## src/inc/acr_pkg.sv

```systemverilog
// constants and field layout of the analog comparator register bank
package acr_pkg;
  // instance count and bus width
  localparam int ACR_NCMP = 3;
  localparam int ACR_DW   = 32;
  localparam int ACR_AW   = 16;

  // register byte offsets
  localparam logic [15:0] ACR_OFS_CTL1     = 16'hA000;
  localparam logic [15:0] ACR_OFS_CTL2     = 16'hA010;
  localparam logic [15:0] ACR_OFS_CTL3     = 16'hA020;
  localparam logic [15:0] ACR_OFS_STAT     = 16'hA060;
  localparam logic [15:0] ACR_OFS_IRQ_STAT = 16'hA080;
  localparam logic [15:0] ACR_OFS_IRQ_CLR  = 16'hA084;
  localparam logic [15:0] ACR_OFS_IRQ_EN   = 16'hA088;

  // alias selection, taken from address bits 3:2
  localparam int          ACR_ALIAS_LSB = 2;
  localparam logic [1:0]  ACR_ALIAS_RW  = 2'h0;
  localparam logic [1:0]  ACR_ALIAS_CLR = 2'h1;
  localparam logic [1:0]  ACR_ALIAS_SET = 2'h2;
  localparam logic [1:0]  ACR_ALIAS_INV = 2'h3;

  // control register field positions
  localparam int ACR_CTL_ON      = 15;
  localparam int ACR_CTL_OE      = 14;
  localparam int ACR_CTL_INV     = 13;
  localparam int ACR_CTL_RES     = 8;
  localparam int ACR_CTL_EDGE_LO = 6;
  localparam int ACR_CTL_POS     = 4;
  localparam int ACR_CTL_NEG_LO  = 0;

  // status register field positions
  localparam int ACR_STAT_HALT = 13;

  // reset values and writable masks
  localparam logic [15:0] ACR_CTL_RST   = 16'h00C3;
  localparam logic [15:0] ACR_CTL_WMASK = 16'hE0D3;
  localparam logic [15:0] ACR_STAT_RST  = 16'h0000;
  localparam logic [15:0] ACR_STAT_WMASK = 16'h2000;

  // interrupt edge select codes
  localparam logic [1:0] ACR_EDGE_OFF  = 2'h0;
  localparam logic [1:0] ACR_EDGE_RISE = 2'h1;
  localparam logic [1:0] ACR_EDGE_FALL = 2'h2;
  localparam logic [1:0] ACR_EDGE_BOTH = 2'h3;

  // inverting input select codes
  localparam logic [1:0] ACR_NEG_PIN_B   = 2'h0;
  localparam logic [1:0] ACR_NEG_PIN_C   = 2'h1;
  localparam logic [1:0] ACR_NEG_PIN_D   = 2'h2;
  localparam logic [1:0] ACR_NEG_ABS_REF = 2'h3;
endpackage

```

## src/inc/acr_cmp_if.sv

```systemverilog
// link between the register bank and one comparator unit
`timescale 1ns/1ps
interface acr_cmp_if;
  logic [15:0] ctl;
  logic        operate;
  logic        raw;
  logic        result;
  logic        evt;

  modport regs (output ctl, output operate, output raw, input result, input evt);
  modport unit (input ctl, input operate, input raw, output result, output evt);
endinterface

```

## src/core/acr_cmp_unit.sv

```systemverilog
// one comparator: result capture, inversion and edge event detection
`timescale 1ns/1ps
module acr_cmp_unit (
  // clock and reset
  input  wire logic  i_clk,
  input  wire logic  i_rstn,
  input  wire logic  i_ce,
  // register bank side
  acr_cmp_if.unit    bus
);
  import acr_pkg::*;

  typedef struct packed {
    logic result;
    logic live;
  } acr_unit_state_t;

  acr_unit_state_t st_r;
  acr_unit_state_t st_nxt;
  logic            value;
  logic            rise;
  logic            fall;
  logic [1:0]      sel;

  // next result and edge event
  always_comb begin
    st_nxt      = st_r;
    value       = bus.raw ^ bus.ctl[ACR_CTL_INV];
    st_nxt.result = bus.operate ? value : 1'b0;
    st_nxt.live = bus.operate;
    rise        = st_r.live & bus.operate & ~st_r.result & value;
    fall        = st_r.live & bus.operate & st_r.result & ~value;
    sel         = bus.ctl[ACR_CTL_EDGE_LO +: 2];
    case (sel)
      ACR_EDGE_OFF:  bus.evt = 1'b0;
      ACR_EDGE_RISE: bus.evt = rise;
      ACR_EDGE_FALL: bus.evt = fall;
      ACR_EDGE_BOTH: bus.evt = rise | fall;
      default:       bus.evt = 1'b0;
    endcase
  end

  // state register, frozen while clock enable is low
  always_ff @(posedge i_clk or negedge i_rstn) begin
    if (!i_rstn) begin
      st_r <= '0;
    end else if (i_ce) begin
      st_r <= st_nxt;
    end
  end

  assign bus.result = st_r.result;
endmodule

```

## src/core/acr_regs.sv

```systemverilog
// register bank of three analog comparators behind a wishbone slave
`timescale 1ns/1ps

// Overview of operation
// - Three comparators each own a control register at A000, A010 and A020, and one shared status sits at A060.
// - Each control and status register has clear, set and toggle aliases at base plus 4, 8 and C that touch only bits written as one.
// - Control registers reset to 00C3 in the low half and zero above, the status register to zero.
// - Control holds enable 15, pin drive 14, invert 13, read-only result 8, edge select 7:6, positive 4, inverting 1:0.
// - Bits 31:16 and every unlisted bit read zero and ignore writes, except status bit 13, halt_in_idle, and bits 2:0, which read the three comparator results.
// - The invert bit flips the result seen both on the pin path and in the readable result bit.
// - Each comparator's inputs are chosen from pins or references by the positive and inverting select fields.
// - The edge select field gives no interrupt, rising, falling or both edges for codes 00, 01, 10 and 11.
// - The invert bit also flips the signal seen by the edge detector.
// - With halt_in_idle set all comparators stop while the device idles, otherwise they keep running.
// - Changing the enable bit alters only the operating state and no other control bit.
module acr_regs #(
  parameter int ADDR_W = acr_pkg::ACR_AW
) (
  // clock, reset and clock enable
  input  wire logic                        I_CLK_SYS,
  input  wire logic                        I_RSTN,
  input  wire logic                        I_CE,
  // wishbone slave
  input  wire logic                        I_WB_CYC,
  input  wire logic                        I_WB_STB,
  input  wire logic                        I_WB_WE,
  input  wire logic [ADDR_W-1:0]           I_WB_ADR,
  input  wire logic [3:0]                  I_WB_SEL,
  input  wire logic [acr_pkg::ACR_DW-1:0]  I_WB_DAT,
  output logic                             O_WB_ACK,
  output logic [acr_pkg::ACR_DW-1:0]       O_WB_DAT,
  // device idle state and raw comparator results
  input  wire logic                        I_IDLE,
  input  wire logic [acr_pkg::ACR_NCMP-1:0] I_CMP_RAW,
  // analog front end control
  output logic [acr_pkg::ACR_NCMP-1:0]     O_CMP_ON,
  output logic [acr_pkg::ACR_NCMP-1:0]     O_POS_PROG_REF,
  output logic [2*acr_pkg::ACR_NCMP-1:0]   O_NEG_SEL,
  // result pins
  output logic [acr_pkg::ACR_NCMP-1:0]     O_CMP_PIN,
  output logic [acr_pkg::ACR_NCMP-1:0]     O_CMP_PIN_OE,
  // interrupt
  output logic                             O_IRQ
);
  import acr_pkg::*;

  // the decoder uses offset bits up to bit 15; control and status decode ignores bits 1:0
  if (ADDR_W < ACR_AW) begin : g_chk
    $error("acr_regs: ADDR_W must be at least 16");
  end

  typedef struct packed {
    logic [ACR_NCMP-1:0][15:0] ctl;
    logic                      halt;
    logic [ACR_NCMP-1:0]       irq_stat;
    logic [ACR_NCMP-1:0]       irq_en;
    logic                      ack;
    logic [ACR_DW-1:0]         dat;
  } acr_regs_state_t;

  acr_regs_state_t     st_r;
  acr_regs_state_t     st_nxt;
  logic [ACR_NCMP-1:0] res_w;
  logic [ACR_NCMP-1:0] evt_w;
  logic [ACR_NCMP-1:0] run_w;
  logic                req;
  logic                wr_commit;
  logic [15:0]         base;
  logic [15:0]         full_adr;
  logic [1:0]          kind;
  logic [15:0]         bmask;
  logic [ACR_NCMP-1:0] ctl_hit;
  logic                stat_hit;
  logic [ACR_DW-1:0]   rd_val;
  logic [15:0]         stat_word;
  logic [ACR_NCMP-1:0] irq_clr;
  logic [15:0]         stat_new;

  // alias write: plain, clear, set or toggle, limited to writable bits
  function automatic logic [15:0] acr_apply(input logic [15:0] old, input logic [15:0] wd,
                                            input logic [15:0] msk, input logic [1:0] k);
    logic [15:0] m;
    m = wd & msk;
    case (k)
      ACR_ALIAS_RW:  acr_apply = (old & ~msk) | m;
      ACR_ALIAS_CLR: acr_apply = old & ~m;
      ACR_ALIAS_SET: acr_apply = old | m;
      ACR_ALIAS_INV: acr_apply = old ^ m;
      default:       acr_apply = old;
    endcase
  endfunction

  // per comparator operating state: enable bit gated by idle halt
  always_comb begin
    for (int i = 0; i < ACR_NCMP; i++) begin
      run_w[i] = st_r.ctl[i][ACR_CTL_ON] & ~(st_r.halt & I_IDLE);
    end
  end

  // comparator units, one per instance
  acr_cmp_if cif[ACR_NCMP] ();
  for (genvar g = 0; g < ACR_NCMP; g++) begin : g_cmp
    assign cif[g].ctl     = st_r.ctl[g];
    assign cif[g].operate = run_w[g];
    assign cif[g].raw     = I_CMP_RAW[g];
    assign res_w[g]       = cif[g].result;
    assign evt_w[g]       = cif[g].evt;
    acr_cmp_unit u_cmp (
      .i_clk  (I_CLK_SYS),
      .i_rstn (I_RSTN),
      .i_ce   (I_CE),
      .bus    (cif[g])
    );
  end

  // address decode
  always_comb begin
    full_adr = I_WB_ADR[15:0];
    base     = {full_adr[15:4], 4'h0};
    kind     = full_adr[ACR_ALIAS_LSB +: 2];
    ctl_hit  = '0;
    ctl_hit[0] = (base == ACR_OFS_CTL1);
    ctl_hit[1] = (base == ACR_OFS_CTL2);
    ctl_hit[2] = (base == ACR_OFS_CTL3);
    stat_hit   = (base == ACR_OFS_STAT);
    if (ADDR_W > ACR_AW) begin
      if (|(I_WB_ADR >> ACR_AW)) begin
        ctl_hit  = '0;
        stat_hit = 1'b0;
      end
    end
    bmask = {{8{I_WB_SEL[1]}}, {8{I_WB_SEL[0]}}};
  end

  // read data: aliases and clear register read zero, upper halves zero
  always_comb begin
    rd_val    = '0;
    stat_word = '0;
    stat_word[ACR_STAT_HALT]   = st_r.halt;
    stat_word[ACR_NCMP-1:0]    = res_w;
    if (kind == ACR_ALIAS_RW) begin
      for (int i = 0; i < ACR_NCMP; i++) begin
        if (ctl_hit[i]) begin
          rd_val[15:0] = st_r.ctl[i] & ACR_CTL_WMASK;
          rd_val[ACR_CTL_RES] = res_w[i];
        end
      end
      if (stat_hit) begin
        rd_val[15:0] = stat_word;
      end
    end
    if (full_adr == ACR_OFS_IRQ_STAT) begin
      rd_val[ACR_NCMP-1:0] = st_r.irq_stat;
    end
    if (full_adr == ACR_OFS_IRQ_EN) begin
      rd_val[ACR_NCMP-1:0] = st_r.irq_en;
    end
  end

  // next state: bus handshake, register writes and sticky events
  always_comb begin
    st_nxt    = st_r;
    // status word as an alias write would leave it, used only on a status hit
    stat_new  = acr_apply(ACR_STAT_RST | (16'(st_r.halt) << ACR_STAT_HALT),
                          I_WB_DAT[15:0], ACR_STAT_WMASK & bmask, kind);
    req       = I_WB_CYC & I_WB_STB;
    wr_commit = req & st_r.ack & I_WB_WE;
    irq_clr   = '0;
    // ack one cycle after the request, dropped in the following cycle
    st_nxt.ack = req & ~st_r.ack;
    if (req & ~st_r.ack & ~I_WB_WE) begin
      st_nxt.dat = rd_val;
    end
    if (wr_commit) begin
      for (int i = 0; i < ACR_NCMP; i++) begin
        if (ctl_hit[i]) begin
          st_nxt.ctl[i] = acr_apply(st_r.ctl[i], I_WB_DAT[15:0],
                                    ACR_CTL_WMASK & bmask, kind);
        end
      end
      if (stat_hit) begin
        st_nxt.halt = stat_new[ACR_STAT_HALT];
      end
      if (full_adr == ACR_OFS_IRQ_EN && I_WB_SEL[0]) begin
        st_nxt.irq_en = I_WB_DAT[ACR_NCMP-1:0];
      end
      if (full_adr == ACR_OFS_IRQ_CLR && I_WB_SEL[0]) begin
        irq_clr = I_WB_DAT[ACR_NCMP-1:0];
      end
    end
    // a new event wins over a clear in the same cycle
    st_nxt.irq_stat = (st_r.irq_stat & ~irq_clr) | evt_w;
  end

  // state register, frozen while clock enable is low
  always_ff @(posedge I_CLK_SYS or negedge I_RSTN) begin
    if (!I_RSTN) begin
      st_r.ctl      <= {ACR_NCMP{ACR_CTL_RST}};
      st_r.halt     <= ACR_STAT_RST[ACR_STAT_HALT];
      st_r.irq_stat <= '0;
      st_r.irq_en   <= '0;
      st_r.ack      <= 1'b0;
      st_r.dat      <= '0;
    end else if (I_CE) begin
      st_r <= st_nxt;
    end
  end

  // output drive
  always_comb begin
    O_WB_ACK = st_r.ack;
    O_WB_DAT = st_r.dat;
    O_IRQ    = |(st_r.irq_stat & st_r.irq_en);
    O_CMP_ON = run_w;
    for (int i = 0; i < ACR_NCMP; i++) begin
      O_POS_PROG_REF[i]    = st_r.ctl[i][ACR_CTL_POS];
      O_NEG_SEL[2*i +: 2]  = st_r.ctl[i][ACR_CTL_NEG_LO +: 2];
      O_CMP_PIN[i]         = res_w[i];
      O_CMP_PIN_OE[i]      = st_r.ctl[i][ACR_CTL_OE] & run_w[i];
    end
  end
endmodule

```

## config.mk

```make
export PLATFORM = sky130hd
export DESIGN_NAME = acr_regs
export DESIGN_NICKNAME = d
export VERILOG_FILES = /design/src/inc/acr_pkg.sv /design/src/inc/acr_cmp_if.sv /design/src/core/acr_cmp_unit.sv /design/src/core/acr_regs.sv
export SDC_FILE = /design/constraint.sdc
export NUM_CORES = 1
export LEC_CHECK = 0
export ABC_CLOCK_PERIOD_IN_PS = 2400
export CAP_MARGIN = 20
export CORE_ASPECT_RATIO = 2
export CORE_MARGIN = 2
export CORE_UTILIZATION = 60
export DETAILED_ROUTE_END_ITERATION = 8
export DONT_BUFFER_PORTS = 1
export GPL_TIMING_DRIVEN = 0
export PLACE_DENSITY_LB_ADDON = 0.12
export RECOVER_POWER = 50
export SETUP_SLACK_MARGIN = 0.3
export SLEW_MARGIN = 0
export SYNTH_ARGS = -nofsm -noshare
export SYNTH_HDL_FRONTEND = slang
export SYNTH_SLANG_ARGS = --single-unit
```

## constraint.sdc

```tcl
create_clock -name I_CLK_SYS -period 2.4 [get_ports I_CLK_SYS]
set_clock_uncertainty 0.1 [all_clocks]
set_input_delay 0.48 -clock I_CLK_SYS [delete_from_list [all_inputs] [get_ports I_CLK_SYS]]
set_output_delay 0.48 -clock I_CLK_SYS [all_outputs]
set_load 0.1 [all_outputs]
```

==> results of run 1 <==
metrics by stage:
| stage | utilization, % | hold WS (ns) | std cells |
|---|---|---|---|
| 2_1_floorplan | - | 0.0844 | 450 |
| 3_3_place_gp | 64.6 | 0.0856 | 513 |
| 3_5_place_dp | 64.6 | 0.0860 | 513 |
| 4_1_cts | 68.7 | 0.238 | 523 |
| 5_1_grt | 69.5 | 0.238 | 523 |
| 6_report | 69.5 | 0.236 | 523 |
worst paths after layout:
check                             from              to  slack, ns
max                           st_r[39]     O_CMP_ON[1]       0.26
min reg2reg                O_WB_DAT[8]     O_WB_DAT[8]       0.38
max in group asynchronous       I_RSTN   cif[2].ctl[1]       1.26
min in group asynchronous       I_RSTN        st_r[38]       0.66
max reg2reg                   O_WB_ACK  cif[0].ctl[15]       0.40
min                        I_WB_DAT[0]        st_r[33]       0.24
timing repair:
action	CTS	global route
hold buffers	2	0
endpoints found under the setup margin	16	31
endpoints found under the hold margin	48	0
pin swaps	0	1
resized for setup	10	24
kinds of logic after synthesis:
logic type / after synthesis / synth area share [%]
other: 1 / 0.101
flip-flops: 48 / 32.7
adder cells (fa/ha/maj): 25 / 8.42
AND/OR/NAND/NOR: 130 / 19.3
AO/OA/AOI/OAI: 127 / 21.5
buffers and inverters: 82 / 13.3
XOR/XNOR: 3 / 0.708
multiplexers: 13 / 3.84
registers in the layout (all words and copies together) (netlist names):
| name | cells |
|---|---|
| st_r | 7 |
| cif.ctl | 24 |
| g_cmp.u_cmp.st_r | 3 |
| O_WB_ACK | 1 |
| g_cmp.u_cmp.bus.result | 3 |
| O_WB_DAT | 10 |
power breakdown:
part	internal [mW]	switching [mW]	total, mW
registers	0.820	0.0223	0.842
logic	0.102	0.352	0.454
clock network	0.490	0.328	0.819
total	1.41	0.702	2.11
cells in the final DEF, fill, tap and decap left out, types with 3 or more instances in the layout:
cell type  count
a21oi_1       40
nand2_1       37
buf_4         37
dfrtp_1       35
nor2_1        31
ha_1          25
o21ai_0       24
conb_1        22
clkbuf_1      18
o2bb2ai_1     16
dfstp_2       12
inv_1         11
mux2_2        10
o211ai_1       9
nand3_1        8
o22ai_1        7
nand2b_1       7
a31oi_1        6
a22oi_1        6
buf_6          5
buf_1          5
clkbuf_16      5
nor4_2         4
o21ai_1        4
nor3b_1        4
and3_2         3
or2_2          3
clkbuf_2       3
xor2_1         3
nor4b_1        3
o31ai_2        3
o31ai_1        3
mux2i_1        3
cell usage after synthesis, drive strengths merged:
master / n / share of area, %
a21oi: 41 / 5.5
a222oi: 1 / 0.27
a22oi: 6 / 1.2
a2bb2oi: 1 / 0.24
a31oi: 6 / 1.0
a32o: 1 / 0.27
a41o: 2 / 0.54
and2: 2 / 0.34
and3: 4 / 0.67
buf: 53 / 10
clkbuf: 16 / 1.6
conb: 1 / 0.10
dfrtp: 36 / 24
dfstp: 12 / 8.5
ha: 25 / 8.4
inv: 13 / 1.3
mux2: 10 / 3.0
mux2i: 3 / 0.81
nand2: 37 / 3.7
nand2b: 7 / 1.2
nand3: 11 / 1.5
nand3b: 1 / 0.20
nand4: 2 / 0.34
nand4b: 2 / 0.47
nor2: 31 / 3.1
nor2b: 1 / 0.17
nor3: 3 / 0.71
nor3b: 4 / 0.81
nor4: 8 / 2.2
nor4b: 4 / 0.94
o2111ai: 3 / 0.71
o211ai: 9 / 1.8
o21ai: 28 / 3.8
o22ai: 7 / 1.2
o2bb2ai: 16 / 3.8
o31ai: 6 / 1.2
or2: 3 / 0.51
or3: 2 / 0.34
or3b: 2 / 0.47
or4: 1 / 0.20
or4b: 4 / 1.2
or4bb: 1 / 0.30
xor2: 3 / 0.71
cell type report:
type,count,area (um2)
Fill cell,522,1830
Multi-Input combinational cell,320,2180
Inverter,13,48.8
Clock inverter,3,42.5
Sequential cell,48,1220
Buffer,69,440
Timing Repair Buffer,2,37.5
Tap cell,63,78.8
Clock buffer,5,125
routing by layer:
metal,vias to the layer above,GRT usage [%],share of wire [%]
met2,133,56.7,55
met4,0,20.3,5.4
li1,1563,-,-
met5,-,0,0
met3,40,6.07,4.9
met1,1617,32.5,35
==> impl_metrics.json, run 1 <==
{
  "drt_iter0_drc": 204,
  "worst_slew_pin_slew_ns": 1.18,
  "dp_hpwl_um": 7990,
  "port_buffers": 0,
  "overflow": 0,
  "grt_max_degree": 49,
  "arrival_ns": 1.56,
  "period_needed_ns": 2.14,
  "maxCapViolations": 0,
  "io-pin-count": 114,
  "critPathBufInv": 1,
  "hold_viol_final": 0,
  "postSynthAreaPerCell_um2": 8.66,
  "synth_seq_cells": 48,
  "drc_errors": 0,
  "routed_wl_um": 10600,
  "rr_worst_depth": 5,
  "cts_sinks": 48,
  "power_mw": 2.11,
  "fp.dieArea_um2": 6870,
  "clkLatencyLatePin_ns": 0.30,
  "wl_per_cell_um": 20.2,
  "grt_pass1_vias": 3324,
  "die_w_um": 59.6,
  "fin_crit_sh_pct": 89.3,
  "tritoncts": "done",
  "worst-path-stages": 3,
  "fmax_mhz": 466,
  "vias_per_cell": 6.41,
  "grt_pass1_wl_um": 16300,
  "setup_viol": 0,
  "antenna_found_initial": 0,
  "relSlewSlack_pct": 21.7,
  "fin_area_um2": 4170,
  "critical-path-top-delay-family": "simple AND/OR/NAND/NOR gates",
  "die_h_um": 115,
  "syn-instance-count": 429,
  "via_count": 3353,
  "end_kind": "output port",
  "seq_area_frac_synth_pct": 32.7,
  "nets": 546,
  "clk_path_buf_depth": 2,
  "hold_path.class": "input port to flop",
  "clockRootBuffer": "clkbuf_16",
  "start_util_pct": 61.8,
  "drv_slew": 0,
  "grt_use_total_pct": 31.9,
  "cts_buffers": 5,
  "peakVddDrop_mv": 0.418,
  "cp.required_ns": 1.82,
  "core_area_um2": 6010,
  "layout-drive-gt1-share_pct": 23.0,
  "worst_slack_ns": 0.256,
  "routabilityCongestion": 0.914,
  "drt-pass1-iter-count": 5,
  "pre_cts_slack_ns": -0.205,
  "path_clk_slew_ns": 0.07,
  "cpPeakStageDelay_ns": 0.44,
  "htreeDepth": 2,
  "placed_area_um2": 3880,
  "syn_to_final_growth_pct": 12.4,
  "holdPathStages": 1,
  "synth_cell_types": 53,
  "start_kind": "flop",
  "finalSetupTns_ns": 0,
  "path_cells": "nand2_1 > and2_0 > buf_6",
  "cp_slowest_cell": "dfrtp_1",
  "yosys_warnings": 0,
  "detail-route-antenna-nets": 0,
  "power_density_nw_per_um2": 507,
  "worstSetupPathType": "flop to output port",
  "postCtsSetupBuffers": 0,
  "n_antenna_cell": 0,
  "fp-row-count": 40,
  "outcome": "complete, no violations",
  "crit_fanout": 5,
  "syn_area_um2": 3710,
  "rsz0062_at_grt": "true",
  "p_leak_nw": 1.74
}
No activity file was read; power rests on OpenSTA's default activity.
==> run 2: changes to the inputs <==
Settings changed: ABC_CLOCK_PERIOD_IN_PS 2400 to 1700, CORE_UTILIZATION 60 to 58.
Clock period 2.4 ns to 1.7 ns, I/O delays scaled along.
==> impl_metrics.json, run 2 (same netlist as run 1, synthesis figures left out) <==
{
  "power_frac_clock_pct": 35.1,
  "clk_path_buf_depth": 2,
  "relSlewSlack_pct": 30.5,
  "arrival_ns": 2.03,
  "cp_slowest_cell": "dfrtp_4",
  "worstSetupPathType": "flop to flop",
  "largest_reg_flops": 24,
  "p_seq_share_pct": 41.3,
  "io-pin-count": 114,
  "rr_worst_depth": 5,
  "port_buffers": 0,
  "hold_viol_final": 48,
  "p_leak_nw": 2.12,
  "finalSetupTns_ns": -6.79,
  "power_density_nw_per_um2": 569,
  "crit_fanout": 8,
  "core_area_um2": 6260,
  "critical_path.reg2reg.endpoint": "cif[0].ctl[15]",
  "fp.dieArea_um2": 7100,
  "reg2reg_slack_ns": -0.26,
  "grt_pass1_vias": 3670,
  "tritoncts": "done",
  "start_util_pct": 59.3,
  "wl_per_cell_um": 21.2,
  "mostFrequentLayoutCells": "52 x buf_4, 39 x a21oi_1, 33 x nand2_1",
  "period_needed_ns": 1.96,
  "cts_sinks": 48,
  "fin_crit_sh_pct": 115,
  "end_kind": "flop",
  "largest-register": "cif.ctl",
  "routed_wl_um": 12300,
  "crit_path_start": "O_WB_ACK",
  "overflow": 0,
  "peakVddDrop_mv": 0.587,
  "drt_iter0_drc": 250,
  "drc_errors": 0,
  "detail-route-antenna-nets": 0,
  "fp-row-count": 41,
  "p_comb_share_pct": 23.7,
  "start_kind": "flop",
  "clkLatencyLatePin_ns": 0.29,
  "drv_slew": 0,
  "layout_commonest_cell": "buf_4",
  "power_switching_share_pct": 33.8,
  "path_cells": "nand3_4 > or2_4 > clkbuf_16 > nor4b_4 > o22ai_1",
  "fillers": 415,
  "die_h_um": 117,
  "syn_to_final_growth_pct": 36.6,
  "setup_viol": 42,
  "clockRootBuffer": "clkbuf_16",
  "worst_slack_ns": -0.262,
  "rsz0062_at_grt": "true",
  "power_switching_uw": 976,
  "endpoint": "cif[0].ctl[15]",
  "holdWs_ns": -0.365,
  "grt_use_total_pct": 34.9,
  "maxCapViolations": 0,
  "nets": 579,
  "n_antenna_cell": 0,
  "fin_area_um2": 5070,
  "dp_hpwl_um": 8130,
  "drt-pass1-iter-count": 6,
  "worst_slew_pin_slew_ns": 1.04,
  "routabilityCongestion": 0.949,
  "die_w_um": 60.6,
  "cts_buffers": 5,
  "via_count": 3727,
  "r2r-start": "O_WB_ACK",
  "htreeDepth": 2,
  "vias_per_cell": 6.44,
  "layout-drive-gt1-share_pct": 39.6,
  "cpPeakStageDelay_ns": 0.65,
  "violations": "hold timing, setup timing",
  "hold_path.class": "input port to asynchronous set/reset pin",
  "grt_pass1_wl_um": 18300,
  "cp.required_ns": 1.77,
  "outcome": "finished, violations left",
  "placed_area_um2": 4030,
  "antenna_found_initial": 0,
  "path_clk_slew_ns": 0.06,
  "fmax_mhz": 510,
  "intPower_mw": 1.91,
  "grt_max_degree": 49
}
-- run 2: area by class of cell --
cell class / instances / area, um2 / share of cell area (%)
Inverter: 13 / 48.8 / 0.962
Clock buffer: 7 / 143 / 2.81
Buffer: 69 / 683 / 13.5
Tap cell: 86 / 108 / 2.12
Clock inverter: 1 / 3.75 / 0.0740
Timing Repair Buffer: 35 / 312 / 6.14
Sequential cell: 48 / 1230 / 24.2
Multi-Input combinational cell: 320 / 2550 / 50.2
-- run 2: stage by stage --
| stage | worst slack [ns] | total power, mW | std cells | util, % | hold slack, ns |
|---|---|---|---|---|---|
| final | -0.262 | 2.89 | 579 | 81.1 | -0.365 |
| after global routing | -0.290 | 2.96 | 579 | 81.1 | -0.369 |
| after CTS | -0.222 | 2.86 | 572 | 77.6 | -0.363 |
| after detailed placement | -0.710 | 1.81 | 536 | 64.4 | -0.0542 |
| after global placement | -0.702 | 1.80 | 536 | 64.4 | -0.0544 |
| after floorplan | -0.421 | 1.74 | 450 | - | -0.0556 |
-- run 2: power groups by stage --
stage,sequential [mW],combinational (mW),clock [mW]
after floorplan,1.20,0.538,0
after global placement,1.21,0.595,0
after detailed placement,1.21,0.604,0
after CTS,1.19,0.649,1.02
after global routing,1.19,0.715,1.05
final,1.19,0.683,1.01
-- run 2: worst min-delay path by stage --
stage | startpoint | end | depth (start not counted)
after floorplan | I_RSTN | O_WB_DAT[0] | 0
after global placement | I_RSTN | O_WB_DAT[0] | 0
after detailed placement | I_RSTN | O_WB_DAT[0] | 0
after CTS | I_RSTN | O_WB_DAT[0] | 0
after global routing | I_RSTN | O_WB_DAT[0] | 0
final | I_RSTN | O_WB_DAT[0] | 0
-- run 2: worst max-delay path, delay by kind of cell, from the launching register on --
family,cells,cell delay (ns)
AO/OA/AOI/OAI,1,0.13
buffers and inverters,1,0.17
flip-flops,1,0.65
AND/OR/NAND/NOR,3,0.77
-- run 2: per-layer routing --
layer  vias up  track usage [%]  wire, um
li1       1627                -         -
met1      1808             36.1      3970
met2       221             60.7      6740
met3        71             7.03       815
met4         0             23.2       743
met5         -                0         0
-- run 2: repair_timing --
item | CTS | global route
setup endpoints to repair | 60 | 58
pin swaps | 31 | 22
hold endpoints to repair | 48 | 48
gates resized for setup | 107 | 34
buffers inserted | 28 | 7
==> run 3: changes to the inputs <==
Settings changed: GPL_TIMING_DRIVEN 0 to 1, SETUP_SLACK_MARGIN 0.3 to 0.05.
==> impl_metrics.json, run 3 (same netlist as run 1, synthesis figures left out) <==
{
  "core_area_um2": 6260,
  "htreeDepth": 2,
  "detail-route-antenna-nets": 0,
  "fp.dieArea_um2": 7100,
  "clockRootBuffer": "clkbuf_16",
  "placed_area_um2": 4100,
  "die_h_um": 117,
  "clkLatencyLatePin_ns": 0.29,
  "crit_fanout": 6,
  "worst_slew_pin_slew_ns": 0.859,
  "wl_per_cell_um": 19.3,
  "power_mw": 2.79,
  "cp_slowest_cell": "or4_4",
  "clk_path_buf_depth": 2,
  "cp.required_ns": 1.78,
  "worstSetupPathType": "input port to flop",
  "nets": 545,
  "hold_path.class": "input port to flop",
  "largest-register": "cif.ctl",
  "routed_wl_um": 10500,
  "n_antenna_cell": 0,
  "drc_errors": 0,
  "grt_pass1_vias": 3198,
  "die_w_um": 60.6,
  "largest_reg_flops": 24,
  "power_density_nw_per_um2": 599,
  "grt_pass1_wl_um": 15900,
  "overflow": 0,
  "fillers": 480,
  "fin_crit_sh_pct": 106,
  "hold_start": "I_CE",
  "fmax_mhz": 555,
  "mostFrequentLayoutCells": "48 x buf_4, 40 x a21oi_1, 34 x nand2_1",
  "antenna_found_initial": 0,
  "crit_path_start": "I_WB_ADR[10]",
  "drv_slew": 0,
  "path_clk_slew_ns": 0.07,
  "p_leak_nw": 1.93,
  "r2r-start": "O_WB_ACK",
  "port_buffers": 0,
  "arrival_ns": 1.88,
  "syn_to_final_growth_pct": 25.6,
  "setup_viol": 16,
  "routabilityCongestion": 0.872,
  "io-pin-count": 114,
  "relSlewSlack_pct": 42.7,
  "peakVddDrop_mv": 0.605,
  "layout_commonest_cell": "buf_4",
  "rsz0062_at_grt": "true",
  "path_cells": "or4b_4 > or4_4 > o31ai_2 > o21ai_1",
  "grt_max_degree": 52,
  "start_kind": "input port",
  "dp_hpwl_um": 7430,
  "violations": "setup timing",
  "outcome": "finished, violations left",
  "final_cells": 545,
  "worst_slack_ns": -0.101,
  "drt-pass1-iter-count": 6,
  "grt_use_total_pct": 30.4,
  "drt_iter0_drc": 140,
  "cts_sinks": 48,
  "fin_area_um2": 4660,
  "numPlacedInstances": 529,
  "maxCapViolations": 0,
  "fp-row-count": 41,
  "cts_buffers": 5,
  "tritoncts": "done",
  "period_needed_ns": 1.80,
  "end_kind": "flop",
  "via_count": 3323,
  "hold_viol_final": 0,
  "holdWs_ns": 0.0321,
  "cpPeakStageDelay_ns": 0.65,
  "start_util_pct": 59.3,
  "vias_per_cell": 6.10,
  "layout-drive-gt1-share_pct": 34.9
}
[run 3: report_power, final]
group	switching, mW	total (mW)	internal [mW]
registers	0.0174	1.18	1.16
logic	0.452	0.577	0.125
clock network	0.451	1.04	0.590
total	0.920	2.79	1.87
[run 3: worst max-delay path: cells and delay by family]
family          cells  cell delay, ns
compound gates      2            0.29
simple gates        2            1.24
[run 3: repair_timing]
action,CTS,global route
endpoints found under the hold margin,48,0
hold buffers,2,0
setup endpoints to repair,38,41
setup buffers,5,2
pin swaps,14,25
gates resized for setup,37,35
[run 3: worst paths after layout]
kind	end	slack (ns)	cells past startpoint
max	cif[2].ctl[14]	-0.10	4
min	O_WB_ACK	0.03	1
max reg2reg	O_WB_DAT[1]	-0.02	4
min reg2reg	O_WB_DAT[7]	0.39	2
max in group asynchronous	O_WB_ACK	0.45	2
min in group asynchronous	O_WB_DAT[0]	0.55	2
[run 3: metal layers]
layer / track usage (%) / part of all wire (%) / vias to the layer above
met1: 33.6 / 36 / 1601
met2: 51.8 / 54 / 116
met3: 4.62 / 4.5 / 39
met4: 20.3 / 5.2 / 0
met5: 0 / 0 / -
li1: - / - / 1567
[run 3: final cells by class]
class	instances	area, um2	share of cell area [%]
Sequential cell	48	1220	26.2
Multi-Input combinational cell	320	2450	52.6
Inverter	13	48.8	1.05
Timing Repair Buffer	70	681	14.6
Tap cell	86	108	2.31
Clock inverter	1	8.76	0.188
Clock buffer	7	143	3.06
[run 3: per-stage QoR]
| stage | setup TNS (ns) | util (%) | worst slack [ns] |
|---|---|---|---|
| after floorplan | -8.84 | - | -0.421 |
| after detailed placement | -12.35 | 65.6 | -0.455 |
| after global routing | -2.02 | 74.5 | -0.177 |
| after global placement | -11.71 | 65.6 | -0.408 |
| after CTS | -0.331 | 72.0 | -0.0747 |
| final | -0.931 | 74.5 | -0.101 |
